**src/rtl/clock_output_pin_pkg.sv**
```systemverilog
// package: register map, field positions, reset values and types for the clock output block
package clock_output_pin_pkg;
   // ==========================================================
   // register map (byte addresses, AXI4-Lite)
   localparam logic [7:0] ctrl0_addr     = 8'h00;
   localparam logic [7:0] ctrl1_addr     = 8'h04;
   localparam logic [7:0] protect_addr   = 8'h08;
   localparam logic [7:0] mode_addr      = 8'h0C;
   localparam logic [7:0] div_addr       = 8'h10;
   localparam logic [7:0] exit_prio_addr = 8'h14;
   localparam logic [7:0] status_addr    = 8'h18;
   // ==========================================================
   // field positions
   localparam int sel_lo_pos      = 0;
   localparam int wait_stop_pos   = 2;
   localparam int main_stop_pos   = 5;
   localparam int all_stop_pos    = 0;
   localparam int drive_pos       = 5;
   localparam int protect_pos     = 0;
   localparam int enable_sel_pos  = 7;
   localparam int latch_lo_pos    = 4;
   localparam int mem_mode_pos    = 0;
   localparam int low_speed_pos   = 1;
   // ==========================================================
   // reset values and encodings
   localparam logic [7:0] ctrl0_reset  = 8'h08;
   localparam logic [7:0] ctrl1_reset  = 8'h20;
   localparam logic [7:0] div8_value   = 8'h08;
   localparam logic [1:0] sel_port     = 2'h0;
   localparam logic [1:0] sel_sub      = 2'h1;
   localparam logic [1:0] sel_div8     = 2'h2;
   localparam logic [1:0] sel_div32    = 2'h3;
   localparam logic [1:0] latch_on_pin = 2'h1;
   localparam logic [1:0] resp_okay    = 2'h0;
   localparam logic [1:0] resp_slverr  = 2'h2;
   localparam int         div8_count   = 8;
   localparam int         div32_count  = 32;

   typedef enum logic [1:0] {
      pin_port,
      pin_clock,
      pin_low,
      pin_strobe
   } pin_role_t;

   // clocks and strobes that may reach the shared pin
   typedef struct packed {
      logic bus_clock;
      logic sub_clock;
      logic strobe;
   } pin_sources_t;

   // oscillator pin controls
   typedef struct packed {
      logic main_out_high;
      logic feedback_on;
      logic sub_pins_hiz;
   } osc_ctl_t;
endpackage

```
**src/rtl/clock_output_and_stop_mode.sv**
```systemverilog
// clock output pin selection, stop mode control and register slave
// Contract
// (RQ1) single-chip, enable 1: pin carries sub, div8 or div32 clock per select
// (RQ2) single-chip, select 00: pin stays port pin, bus clock never output
// (RQ3) expansion mode, strobe not 01, enable 1: sub, div8 or div32 clock out
// (RQ4) expansion mode, strobe not 01, enable 0, select 00: bus clock out
// (RQ5) expansion mode, strobe not 01, enable 1, select 00: pin driven low, no port
// (RQ6) strobe select 01 and select 00: enable ignored, latch strobe out
// (RQ7) wait-stop bit 1: div8/div32 output halts once wait executes
// (RQ8) writing all-stop bit 1 halts oscillators, enters stop mode
// (RQ9) in stop mode internal clocks halt; external-clocked units keep running
// (RQ10) stop left by reset or interrupt; interrupt routine then runs
// (RQ11) wake only by enabled interrupt with priority above exit level
// (RQ12) software sets exit level equal to processor level before stop
// (RQ13) stop entry and reset load division register with 08
// (RQ14) main clock stopped forces division register to divide-by-8
// (RQ15) control register 1 writes accepted only while protect bit 0 is 1
// (RQ16) drive bit set on reset and fast-mode stop entry; kept in low-speed
// (RQ17) all-stop: main osc output high, feedback off, sub pins high-z
// (RQ18) in stop: pin high for sub clock, holds level for div8/div32
// (RQ19) self-refresh at stop entry: column and row strobes driven low
// (RQ20) select decode: 00 port, 01 sub, 10 div8, 11 div32
// (RQ21) source switches produce no runt pulses on the pin; the code takes a new source at the next clk edge without level matching
`timescale 1ns/1ps
module clock_output_and_stop_mode (
   input  wire logic                     clk_in,
   input  wire logic                     rst_in,
   input  wire logic [7:0]               s_axi_awaddr,
   input  wire logic                     s_axi_awvalid,
   output logic                          s_axi_awready,
   input  wire logic [31:0]              s_axi_wdata,
   input  wire logic [3:0]               s_axi_wstrb,
   input  wire logic                     s_axi_wvalid,
   output logic                          s_axi_wready,
   output logic [1:0]                    s_axi_bresp,
   output logic                          s_axi_bvalid,
   input  wire logic                     s_axi_bready,
   input  wire logic [7:0]               s_axi_araddr,
   input  wire logic                     s_axi_arvalid,
   output logic                          s_axi_arready,
   output logic [31:0]                   s_axi_rdata,
   output logic [1:0]                    s_axi_rresp,
   output logic                          s_axi_rvalid,
   input  wire logic                     s_axi_rready,
   input  wire clock_output_pin_pkg::pin_sources_t sources_in,
   input  wire logic                     wait_exec_in,
   input  wire logic                     int_req_in,
   input  wire logic [2:0]               int_prio_in,
   input  wire logic                     self_refresh_in,
   input  wire logic                     port_data_in,
   input  wire logic                     port_dir_in,
   output logic                          clock_output_pin_out,
   output logic                          clock_output_pin_oe_out,
   output logic                          stop_mode_out,
   output logic                          wake_int_out,
   output logic                          osc_halt_out,
   output logic                          dram_strobes_low_out,
   output clock_output_pin_pkg::osc_ctl_t          osc_ctl_out,
   output logic [7:0]                    main_div_out
);
   // ==========================================================
   // synchronisers for asynchronous pin sources
   logic [2:0] src_meta;
   logic [2:0] src_sync;
   always_ff @(posedge clk_in) begin
      src_meta <= sources_in;
      src_sync <= src_meta;
   end
   wire bus_clk_s = src_sync[2];
   wire sub_clk_s = src_sync[1];
   wire strobe_s  = src_sync[0];

   // ==========================================================
   // registers
   logic [7:0] ctrl0, next_ctrl0;
   logic [7:0] ctrl1, next_ctrl1;
   logic [7:0] protect, next_protect;
   logic [7:0] proc_mode, next_proc_mode;
   logic [7:0] main_div, next_main_div;
   logic [2:0] exit_prio, next_exit_prio;
   logic       stopped, next_stopped;
   logic       waiting, next_waiting;
   logic       wake, next_wake;
   logic       refresh_low, next_refresh_low;

   // bus handshake state
   logic       aw_held, next_aw_held;
   logic       w_held, next_w_held;
   // strobe captured with the data: the master may change wstrb once W is taken
   logic       w_strb0, next_w_strb0;
   logic [7:0] aw_addr, next_aw_addr;
   logic [31:0] w_data, next_w_data;
   logic       b_pend, next_b_pend;
   logic [1:0] b_resp, next_b_resp;
   logic       r_pend, next_r_pend;
   logic [31:0] r_data, next_r_data;
   logic [1:0] r_resp, next_r_resp;

   wire do_write = aw_held && w_held && !b_pend;
   wire do_read  = s_axi_arvalid && !r_pend;

   // ==========================================================
   // peripheral dividers: toggling div8/div32 square-wave levels; counters freeze in stop
   logic [4:0] div_cnt, next_div_cnt;
   logic       div8_lvl, next_div8_lvl;
   logic       div32_lvl, next_div32_lvl;
   wire periph_run = !stopped && !ctrl0[clock_output_pin_pkg::main_stop_pos]
                     && !(waiting && ctrl0[clock_output_pin_pkg::wait_stop_pos]); // RQ7 RQ9

   always_comb begin
      next_div_cnt   = div_cnt;
      next_div8_lvl  = div8_lvl;
      next_div32_lvl = div32_lvl;
      if (periph_run) begin
         next_div_cnt = div_cnt + 5'h01;
         if (div_cnt[1:0] == 2'h3)
            next_div8_lvl = !div8_lvl;
         if (div_cnt == 5'h0F || div_cnt == 5'h1F)
            next_div32_lvl = !div32_lvl;
      end
   end

   // ==========================================================
   // pin source decode
   wire [1:0] sel       = ctrl0[clock_output_pin_pkg::sel_lo_pos +: 2];
   wire       enable    = proc_mode[clock_output_pin_pkg::enable_sel_pos];
   wire [1:0] latch_sel = proc_mode[clock_output_pin_pkg::latch_lo_pos +: 2];
   wire       expanded  = proc_mode[clock_output_pin_pkg::mem_mode_pos];
   clock_output_pin_pkg::pin_role_t role;
   logic                  clk_pick;

   always_comb begin
      role     = clock_output_pin_pkg::pin_port;
      clk_pick = 1'b0;
      case (sel) // RQ20
         clock_output_pin_pkg::sel_sub:   clk_pick = stopped ? 1'b1 : sub_clk_s; // RQ18
         clock_output_pin_pkg::sel_div8:  clk_pick = div8_lvl;
         clock_output_pin_pkg::sel_div32: clk_pick = div32_lvl;
         default:               clk_pick = bus_clk_s;
      endcase
      if (!expanded) begin
         if (enable && sel != clock_output_pin_pkg::sel_port)
            role = clock_output_pin_pkg::pin_clock; // RQ1
         else
            role = clock_output_pin_pkg::pin_port; // RQ2
      end else if (sel == clock_output_pin_pkg::sel_port && latch_sel == clock_output_pin_pkg::latch_on_pin) begin
         role = clock_output_pin_pkg::pin_strobe; // RQ6
      end else if (sel == clock_output_pin_pkg::sel_port) begin
         role = enable ? clock_output_pin_pkg::pin_low : clock_output_pin_pkg::pin_clock; // RQ4 RQ5
      end else begin
         role = enable ? clock_output_pin_pkg::pin_clock : clock_output_pin_pkg::pin_low; // RQ3
      end
   end

   // registered switch: new source taken at the next clk edge, with no check that old and new levels agree
   logic      pin_lvl, next_pin_lvl;
   logic      pin_oe, next_pin_oe;
   always_comb begin
      next_pin_oe  = (role != clock_output_pin_pkg::pin_port) || port_dir_in;
      next_pin_lvl = pin_lvl;
      case (role)
         clock_output_pin_pkg::pin_clock:  next_pin_lvl = clk_pick; // RQ21
         clock_output_pin_pkg::pin_strobe: next_pin_lvl = stopped ? 1'b1 : strobe_s;
         clock_output_pin_pkg::pin_low:    next_pin_lvl = 1'b0;
         default:                next_pin_lvl = port_data_in;
      endcase
   end

   // ==========================================================
   // stop mode and register next-state
   logic [7:0] wd;
   always_comb begin
      next_ctrl0       = ctrl0;
      next_ctrl1       = ctrl1;
      next_protect     = protect;
      next_proc_mode   = proc_mode;
      next_main_div    = main_div;
      next_exit_prio   = exit_prio;
      next_stopped     = stopped;
      next_waiting     = waiting;
      next_wake        = 1'b0;
      next_refresh_low = refresh_low;
      wd               = w_data[7:0];
      if (do_write && w_strb0) begin
         if (aw_addr == clock_output_pin_pkg::ctrl0_addr && protect[clock_output_pin_pkg::protect_pos])
            next_ctrl0 = wd;
         else if (aw_addr == clock_output_pin_pkg::ctrl1_addr && protect[clock_output_pin_pkg::protect_pos])
            next_ctrl1 = wd; // RQ15
         else if (aw_addr == clock_output_pin_pkg::protect_addr)
            next_protect = wd;
         else if (aw_addr == clock_output_pin_pkg::mode_addr)
            next_proc_mode = wd;
         else if (aw_addr == clock_output_pin_pkg::div_addr)
            next_main_div = wd;
         else if (aw_addr == clock_output_pin_pkg::exit_prio_addr)
            next_exit_prio = wd[2:0]; // RQ12
      end
      if (wait_exec_in && !stopped)
         next_waiting = 1'b1;
      if (next_ctrl1[clock_output_pin_pkg::all_stop_pos] && !stopped) begin
         next_stopped     = 1'b1; // RQ8
         next_main_div    = clock_output_pin_pkg::div8_value; // RQ13
         next_refresh_low = self_refresh_in; // RQ19
         if (!proc_mode[clock_output_pin_pkg::low_speed_pos])
            next_ctrl1[clock_output_pin_pkg::drive_pos] = 1'b1; // RQ16
      end
      if (next_ctrl0[clock_output_pin_pkg::main_stop_pos])
         next_main_div = clock_output_pin_pkg::div8_value; // RQ14
      if ((stopped || waiting) && int_req_in && int_prio_in > exit_prio) begin
         next_stopped     = 1'b0; // RQ10 RQ11
         next_waiting     = 1'b0;
         next_wake        = 1'b1;
         next_refresh_low = 1'b0;
         next_ctrl1[clock_output_pin_pkg::all_stop_pos] = 1'b0;
      end
   end

   // ==========================================================
   // AXI4-Lite slave next-state
   always_comb begin
      next_aw_held = aw_held;
      next_w_held  = w_held;
      next_aw_addr = aw_addr;
      next_w_data  = w_data;
      next_w_strb0 = w_strb0;
      next_b_pend  = b_pend;
      next_b_resp  = b_resp;
      next_r_pend  = r_pend;
      next_r_data  = r_data;
      next_r_resp  = r_resp;
      if (s_axi_awvalid && !aw_held) begin
         next_aw_held = 1'b1;
         next_aw_addr = s_axi_awaddr;
      end
      if (s_axi_wvalid && !w_held) begin
         next_w_held = 1'b1;
         next_w_data = s_axi_wdata;
         next_w_strb0 = s_axi_wstrb[0];
      end
      if (do_write) begin
         next_aw_held = 1'b0;
         next_w_held  = 1'b0;
         next_b_pend  = 1'b1;
         next_b_resp  = (aw_addr > clock_output_pin_pkg::status_addr || aw_addr[1:0] != 2'h0
                         || aw_addr == clock_output_pin_pkg::status_addr)
                        ? clock_output_pin_pkg::resp_slverr : clock_output_pin_pkg::resp_okay;
      end
      if (b_pend && s_axi_bready)
         next_b_pend = 1'b0;
      if (r_pend && s_axi_rready)
         next_r_pend = 1'b0;
      if (do_read) begin
         next_r_pend = 1'b1;
         next_r_resp = clock_output_pin_pkg::resp_okay;
         if (s_axi_araddr == clock_output_pin_pkg::ctrl0_addr)
            next_r_data = {24'h000000, ctrl0};
         else if (s_axi_araddr == clock_output_pin_pkg::ctrl1_addr)
            next_r_data = {24'h000000, ctrl1};
         else if (s_axi_araddr == clock_output_pin_pkg::protect_addr)
            next_r_data = {24'h000000, protect};
         else if (s_axi_araddr == clock_output_pin_pkg::mode_addr)
            next_r_data = {24'h000000, proc_mode};
         else if (s_axi_araddr == clock_output_pin_pkg::div_addr)
            next_r_data = {24'h000000, main_div};
         else if (s_axi_araddr == clock_output_pin_pkg::exit_prio_addr)
            next_r_data = {29'h00000000, exit_prio};
         else if (s_axi_araddr == clock_output_pin_pkg::status_addr)
            next_r_data = {28'h0000000, role, waiting, stopped};
         else begin
            next_r_data = 32'h00000000;
            next_r_resp = clock_output_pin_pkg::resp_slverr;
         end
      end
   end

   // ==========================================================
   // state registers
   always_ff @(posedge clk_in) begin
      if (rst_in) begin
         ctrl0       <= clock_output_pin_pkg::ctrl0_reset;
         ctrl1       <= clock_output_pin_pkg::ctrl1_reset; // RQ16
         protect     <= 8'h00;
         proc_mode   <= 8'h00;
         main_div    <= clock_output_pin_pkg::div8_value; // RQ13
         exit_prio   <= 3'h0;
         stopped     <= 1'b0; // RQ10
         waiting     <= 1'b0;
         wake        <= 1'b0;
         refresh_low <= 1'b0;
         div_cnt     <= 5'h00;
         div8_lvl    <= 1'b0;
         div32_lvl   <= 1'b0;
         pin_lvl     <= 1'b0;
         pin_oe      <= 1'b0;
         aw_held     <= 1'b0;
         w_held      <= 1'b0;
         aw_addr     <= 8'h00;
         w_data      <= 32'h00000000;
         w_strb0     <= 1'b0;
         b_pend      <= 1'b0;
         b_resp      <= clock_output_pin_pkg::resp_okay;
         r_pend      <= 1'b0;
         r_data      <= 32'h00000000;
         r_resp      <= clock_output_pin_pkg::resp_okay;
      end else begin
         ctrl0       <= next_ctrl0;
         ctrl1       <= next_ctrl1;
         protect     <= next_protect;
         proc_mode   <= next_proc_mode;
         main_div    <= next_main_div;
         exit_prio   <= next_exit_prio;
         stopped     <= next_stopped;
         waiting     <= next_waiting;
         wake        <= next_wake;
         refresh_low <= next_refresh_low;
         div_cnt     <= next_div_cnt;
         div8_lvl    <= next_div8_lvl;
         div32_lvl   <= next_div32_lvl;
         pin_lvl     <= next_pin_lvl;
         pin_oe      <= next_pin_oe;
         aw_held     <= next_aw_held;
         w_held      <= next_w_held;
         aw_addr     <= next_aw_addr;
         w_data      <= next_w_data;
         w_strb0     <= next_w_strb0;
         b_pend      <= next_b_pend;
         b_resp      <= next_b_resp;
         r_pend      <= next_r_pend;
         r_data      <= next_r_data;
         r_resp      <= next_r_resp;
      end
   end

   // ==========================================================
   // outputs
   assign s_axi_awready           = !aw_held;
   assign s_axi_wready            = !w_held;
   assign s_axi_bvalid            = b_pend;
   assign s_axi_bresp             = b_resp;
   assign s_axi_arready           = !r_pend;
   assign s_axi_rvalid            = r_pend;
   assign s_axi_rdata             = r_data;
   assign s_axi_rresp             = r_resp;
   assign clock_output_pin_out    = pin_lvl;
   assign clock_output_pin_oe_out = pin_oe;
   assign stop_mode_out           = stopped; // RQ9
   assign osc_halt_out            = stopped;
   assign wake_int_out            = wake;
   assign dram_strobes_low_out    = refresh_low;
   assign main_div_out            = main_div;
   assign osc_ctl_out             = '{main_out_high: ctrl1[clock_output_pin_pkg::all_stop_pos], // RQ17
                                      feedback_on:   !ctrl1[clock_output_pin_pkg::all_stop_pos],
                                      sub_pins_hiz:  ctrl1[clock_output_pin_pkg::all_stop_pos]};
endmodule

```
**config.mk**
```make
export PLATFORM = sky130hd
export DESIGN_NAME = clock_output_and_stop_mode
export DESIGN_NICKNAME = d
export VERILOG_FILES = /design/src/rtl/clock_output_pin_pkg.sv /design/src/rtl/clock_output_and_stop_mode.sv
export SDC_FILE = /design/constraint.sdc
export NUM_CORES = 1
export LEC_CHECK = 0
export ABC_AREA = 1
export BUFFER_PORTS_ARGS = -buffer_cell sky130_fd_sc_hd__buf_2
export CORE_MARGIN = 1
export CORE_UTILIZATION = 50
export CTS_BUF_LIST = sky130_fd_sc_hd__clkbuf_16
export CTS_CLUSTER_DIAMETER = 100
export DETAILED_ROUTE_END_ITERATION = 12
export PLACE_DENSITY = 0.78
export SYNTH_ARGS = -nofsm -noshare
export SYNTH_HDL_FRONTEND = slang
export SYNTH_SLANG_ARGS = --single-unit
```
**constraint.sdc**
```tcl
create_clock -name clk_in -period 2.45 [get_ports clk_in]
set_input_delay 0.49 -clock clk_in [delete_from_list [all_inputs] [get_ports clk_in]]
set_output_delay 0.49 -clock clk_in [all_outputs]
set_load 0.01 [all_outputs]
```
==> metrics.cfg, run 1 <==
[outcome]
outcome = finished clean

[global_route]
grt_pass1_wl_um = 17200
antenna_found_initial = 0
grt_pass1_vias = 3664
grt_max_degree = 60
grt-ovfl-total = 0
grt_use_total_pct = 24.8

[power]
p_per_area_mw_per_mm2 = 632
leakage_uw = 0.00234
power_uw = 3170
irDropWorstVdd_uv = 371

[synthesis]
synth_edf_count = 0
synth-seq-area-share_pct = 42.3
yosys-top-cells-area = dfxtp_1, nand2_1, a21oi_1
ys_warn_count = 0
syn_avg_cell_area_um2 = 7.23
postSynthCellCount = 609
synth_top_area_share_pct = 42.3
yosys-top-cells-count = dfxtp_1, nand2_1, nor2_1, inv_1, a21oi_1
yosysTopAreaCell = dfxtp_1
synth_flop_cell = dfxtp_1
synthArstFlopShare_pct = 0
ys_types = 37
syn_area_mm2 = 0.00440
ys_ff_latch = 93

[placement]
dpl-instance-area_mm2 = 0.00474
dp_hpwl_um = 7920
io_buffers = 74
gp_congestion = 0.922
pre_cts_ws_ns = 0.495

[timing]
fmax_mhz = 547
max_slew.worst_pin.slew_ns = 0.625
slew_headroom_pct = 58.2
fin_ws_ns = 0.622
finalSetupViolCount = 0
finClkSkew_ns = 0.00893
slew_violations = 0
period_share_pct = 74.6
hold_viol = 0
tns_ns = 0
min_period_ns = 1.83
grt_setup_unrepaired = no

[clocking]
cts_max_level = 3
cts-resized-gates = 0
clkTransAtPathRegs_ns = 0.07
clkSinkCount = 93
cts_buffers = 9
hold_buffers = 0
cts-root-buf = clkbuf_16
clockBufferDepth = 2
post_cts.repair.setup_buffers = 0
clock_latency_ns = 0.34
cts_tree = built

[critical_path]
worstReg2RegEnd = clock_output_pin_out
r2r_cells = 9
cp.required_ns = 2.72
critPathKind = flip-flop to flip-flop
worstSetupStartpoint = ctrl0[0]
r2r-start = ctrl0[0]
start_kind = flip-flop
crit_fanout = 5
r2r_slack_ns = 0.62
arrival_ns = 2.10
cp-end-kind = flip-flop

[floorplan]
num_io_pins = 128
core_area_mm2 = 0.00838
start_util_pct = 52.5
num_rows = 33
die_h_um = 95.8
die-width_um = 95.8
die_area_mm2 = 0.00918

[min_path]
holdPathStages = 1
hp-start = sources_in[1]
hold_path.class = input pin to flip-flop
whs_endpoint = src_meta[1]

[finish]
n_fill_cell = 762
multi_input_area_mm2 = 0.00204
diodes = 0
syn2layout_area_growth_pct = 13.9
layout-drive-gt1-share_pct = 17.4
layout.nets = 757
seq_area_mm2 = 0.00186
fin_area_mm2 = 0.00501

[drt]
wl_met2_um = 5020
m1WireLength_um = 4570
drtIter0Drc = 302
routedWlPerCell_um = 13.5
drc = 0
via_per_inst = 5.16
dr_wl_met3_um = 856
drt-pass1-iter-count = 5
final_antenna_net_count = 0
highest_layer = met4
wirelength_um = 10700
vias = 4069

[job]
maxCapViolCount = 0

## critical path: stages, from the launching register on
cell and delay [ns]:
dfxtp_1 0.36, nor2_1 0.23, inv_1 0.10, ha_1 0.29
inv_1 0.05, a21oi_1 0.24, inv_1 0.12, nor3_1 0.18
a21oi_1 0.06, a21oi_1 0.14
## final cells by class
type | instances | area share (%)
clock inverter | 7 | 1.02
inverter | 82 | 6.14
multi-input combinational | 415 | 40.6
timing repair buffer | 78 | 7.98
clock buffer | 9 | 4.49
sequential | 93 | 37.1
tap | 105 | 2.62
## sequential cells by signal, summed over array words and instances, names as in the netlist, 3 cells and up
register,flops
protect,8
ctrl0,8
src_sync,3
s_axi_rdata,8
main_div_out,8
w_data,8
exit_prio,3
proc_mode,8
ctrl1,8
src_meta,3
aw_addr,8
div_cnt,5
## logic make-up after synthesis
kind of cell	Yosys count	share of synthesized area [%]
simple gates	232	24.0
fa+ha+maj	8	2.27
compound gates	147	17.4
buf+inv	126	13.6
xor+xnor	2	0.398
other cells	1	0.0852
flops	93	42.3
## where the power goes
group / leakage, uW / switching [uW] / internal [uW]
logic: 0.00144 / 189 / 97.0
clock network: 0.000137 / 591 / 692
registers: 0.000759 / 39.8 / 1560
## worst max-delay path by stage
stage / end
final: clock_output_pin_out
after global routing: clock_output_pin_out
after CTS: clock_output_pin_out
after detailed placement: s_axi_rdata[0]
after global placement: s_axi_rdata[0]
after floorplan: s_axi_rdata[2]
## layer usage
metal,track usage [%],vias up
met5,0,-
met2,40.3,196
met1,31.9,1807
li1,-,2048
met4,10.8,0
met3,4.82,18
## placed cells by master (no fill, tap or decap), types with 9 or more instances in the layout
cell and count:
clkbuf_16 9, buf_2 74, nor2_1 81, conb_1 26, nand2_1 93, nand3_1 23, dfxtp_1 93, inv_1 80
a21oi_1 67, o21ai_0 65
## metrics by stage
stage               hold slack (ns)  utilization, %  cells
detailed placement            0.317            56.5    773
global route                  0.236            59.8    789
finish                        0.243            59.8    789
global placement              0.312            56.5    773
CTS                           0.235            59.8    789
floorplan                     0.310               -    634
Note: power is estimated with default switching activity, not from simulation.
==> run 2: changes to the inputs <==
==> constraint.sdc (replaced) <==
create_clock -name clk_in -period 1.7 [get_ports clk_in]
set_input_delay 0.34 -clock clk_in [delete_from_list [all_inputs] [get_ports clk_in]]
set_output_delay 0.34 -clock clk_in [all_outputs]
set_load 0.01 [all_outputs]
==> run 2 against run 1 <==
  * Cell count is 1.9% higher
  * First-iteration DRC count shrank 6.3%
  * Power up 43%
  * Via count rose by 2.2%
  * Worst hold slack got worse by 0.15 ns
  * Core utilization increased by 1.7 points
  * Clock power is 39% higher
  * Non-clock buffer count up 15
  * Clock-buffer cell count is the same
  * Die area stayed put
  * Critical path type unchanged
  * Largest cell class unchanged
==> metrics.cfg, run 2 (synthesis results as in run 1) <==
[placement]
gp_congestion = 0.900
pre_cts_ws_ns = 0.0442
dp_hpwl_um = 7740
io_buffers = 74

[timing]
min_period_ns = 1.58
hold_viol = 0
holdWs_ns = 0.0978
period_share_pct = 92.7
max_slew.worst_pin.slew_ns = 0.498
slew_violations = 0
finalSetupViolCount = 0
finClkSkew_ns = 0.00509
fin_ws_ns = 0.125
fmax_mhz = 635
slew_headroom_pct = 66.7

[clocking]
clockBufferDepth = 2
clkTransAtPathRegs_ns = 0.06
clkSinkCount = 93
cts_tree = built
cts_max_level = 3
cts_buffers = 9
clock_latency_ns = 0.34
cts-root-buf = clkbuf_16

[critical_path]
critPathSlowestCell = dfxtp_1
critPathKind = flip-flop to flip-flop
crit_chain = inv_2 -> nor2_4 -> nand3_4 -> clkinvlp_4 -> nand2_1 -> o21ai_0 -> a21oi_1
critical_path.max_stage_delay_ns = 0.34
arrival_ns = 1.79
cp-end-kind = flip-flop
cp.required_ns = 1.91
crit_fanout = 16
start_kind = flip-flop

[power]
comb_power_share_pct = 9.4
power_frac_clock_pct = 39.5
power_switching_uw = 1150
switching_share_pct = 25.4
p_seq_share_pct = 51.1
leakage_uw = 0.00239
irDropWorstVdd_uv = 512
p_per_area_mw_per_mm2 = 876
intPower_uw = 3370

[job]
maxCapViolCount = 0

[global_route]
grt_pass1_wl_um = 16800
met3_usage_pct = 4.27
antenna_found_initial = 0
grt_max_degree = 51
grt_use_total_pct = 23.9
grt_use_met2_pct = 38.7
grt_pass1_vias = 3603
grt_busiest_layer = met2
use_met1_pct = 32.1
grt-ovfl-total = 0

[drt]
drtIter0Drc = 283
via_per_inst = 5.17
routedWlPerCell_um = 13.1
final_antenna_net_count = 0
drc = 0
drt-pass1-iter-count = 5
vias = 4159
wirelength_um = 10500

[floorplan]
die_h_um = 95.8
core_area_mm2 = 0.00838
die_area_mm2 = 0.00918
start_util_pct = 52.5
num_rows = 33
die-width_um = 95.8
num_io_pins = 128

[min_path]
hold_path.class = input pin to flip-flop

[outcome]
outcome = finished clean

[finish]
final_cell_mix = nand2_1, dfxtp_1, inv_1
syn2layout_area_growth_pct = 17.2
layout.nets = 772
layout-drive-gt1-share_pct = 20.2
diodes = 0

## run 2: changes by cell type in the layout (fill, tap and decap cells not counted), sizes merged
cell	delta
buf	+15
clkinvlp	+3
clkinv	-2
inv	-1
## run 2: through the flow
stage          power [uW]  area [um2]  utilization [%]  std cells  setup TNS [ns]
2_1_floorplan        2660        4500                -        634               0
3_3_place_gp         2760        4860             57.9        787               0
3_5_place_dp         2780        4860             57.9        787               0
4_1_cts              4530        5120             61.0        803               0
5_1_grt              4700        5160             61.6        804         -0.0126
6_report             4520        5160             61.6        804               0
## run 2: power by group through the flow
stage	logic (uW)	registers, uW	clock network (uW)
after floorplan	317	2350	0
after global placement	407	2350	0
after detailed placement	418	2360	0
after CTS	422	2310	1800
after global routing	487	2320	1890
final	427	2310	1780
## run 2: routing by layer
metal / vias up / share of wire [%] / routed length, um
met3: 28 / 6.6 / 691
met1: 1867 / 46 / 4800
met4: 0 / 2.2 / 235
met2: 189 / 46 / 4780
li1: 2075 / - / -
met5: - / 0 / 0
## run 2: final cells by class
type	count	area, um2
Tap cell	105	131
Multi-Input combinational cell	415	2060
Fill cell	752	3220
Clock buffer	9	225
Timing Repair Buffer	93	526
Sequential cell	93	1860
Clock inverter	7	35.0
Inverter	82	315
## run 2: critical path, delay by kind of cell (launching register included)
kind                   cells  cell delay, ns
AO/OA/AOI/OAI              2            0.35
buffers and inverters      2            0.20
flip-flops                 1            0.34
AND/OR/NAND/NOR            3            0.55
## run 2: worst paths after layout
path / startpoint / slack (ns) / endpoint / cells after the start
setup / recovery: w_held / 0.12 / protect[7] / 7
hold / removal: sources_in[0] / 0.1 / src_meta[0] / 1
setup reg to reg: w_held / 0.12 / protect[7] / 7
hold reg to reg: src_meta[2] / 0.32 / src_sync[2] / 0
## run 2: what timing repair did
action / in CTS / in global routing
resized for setup: 0 / 13
endpoints found under the setup margin: 0 / 32
hold buffers: 0 / 0
buffers inserted: 0 / 1
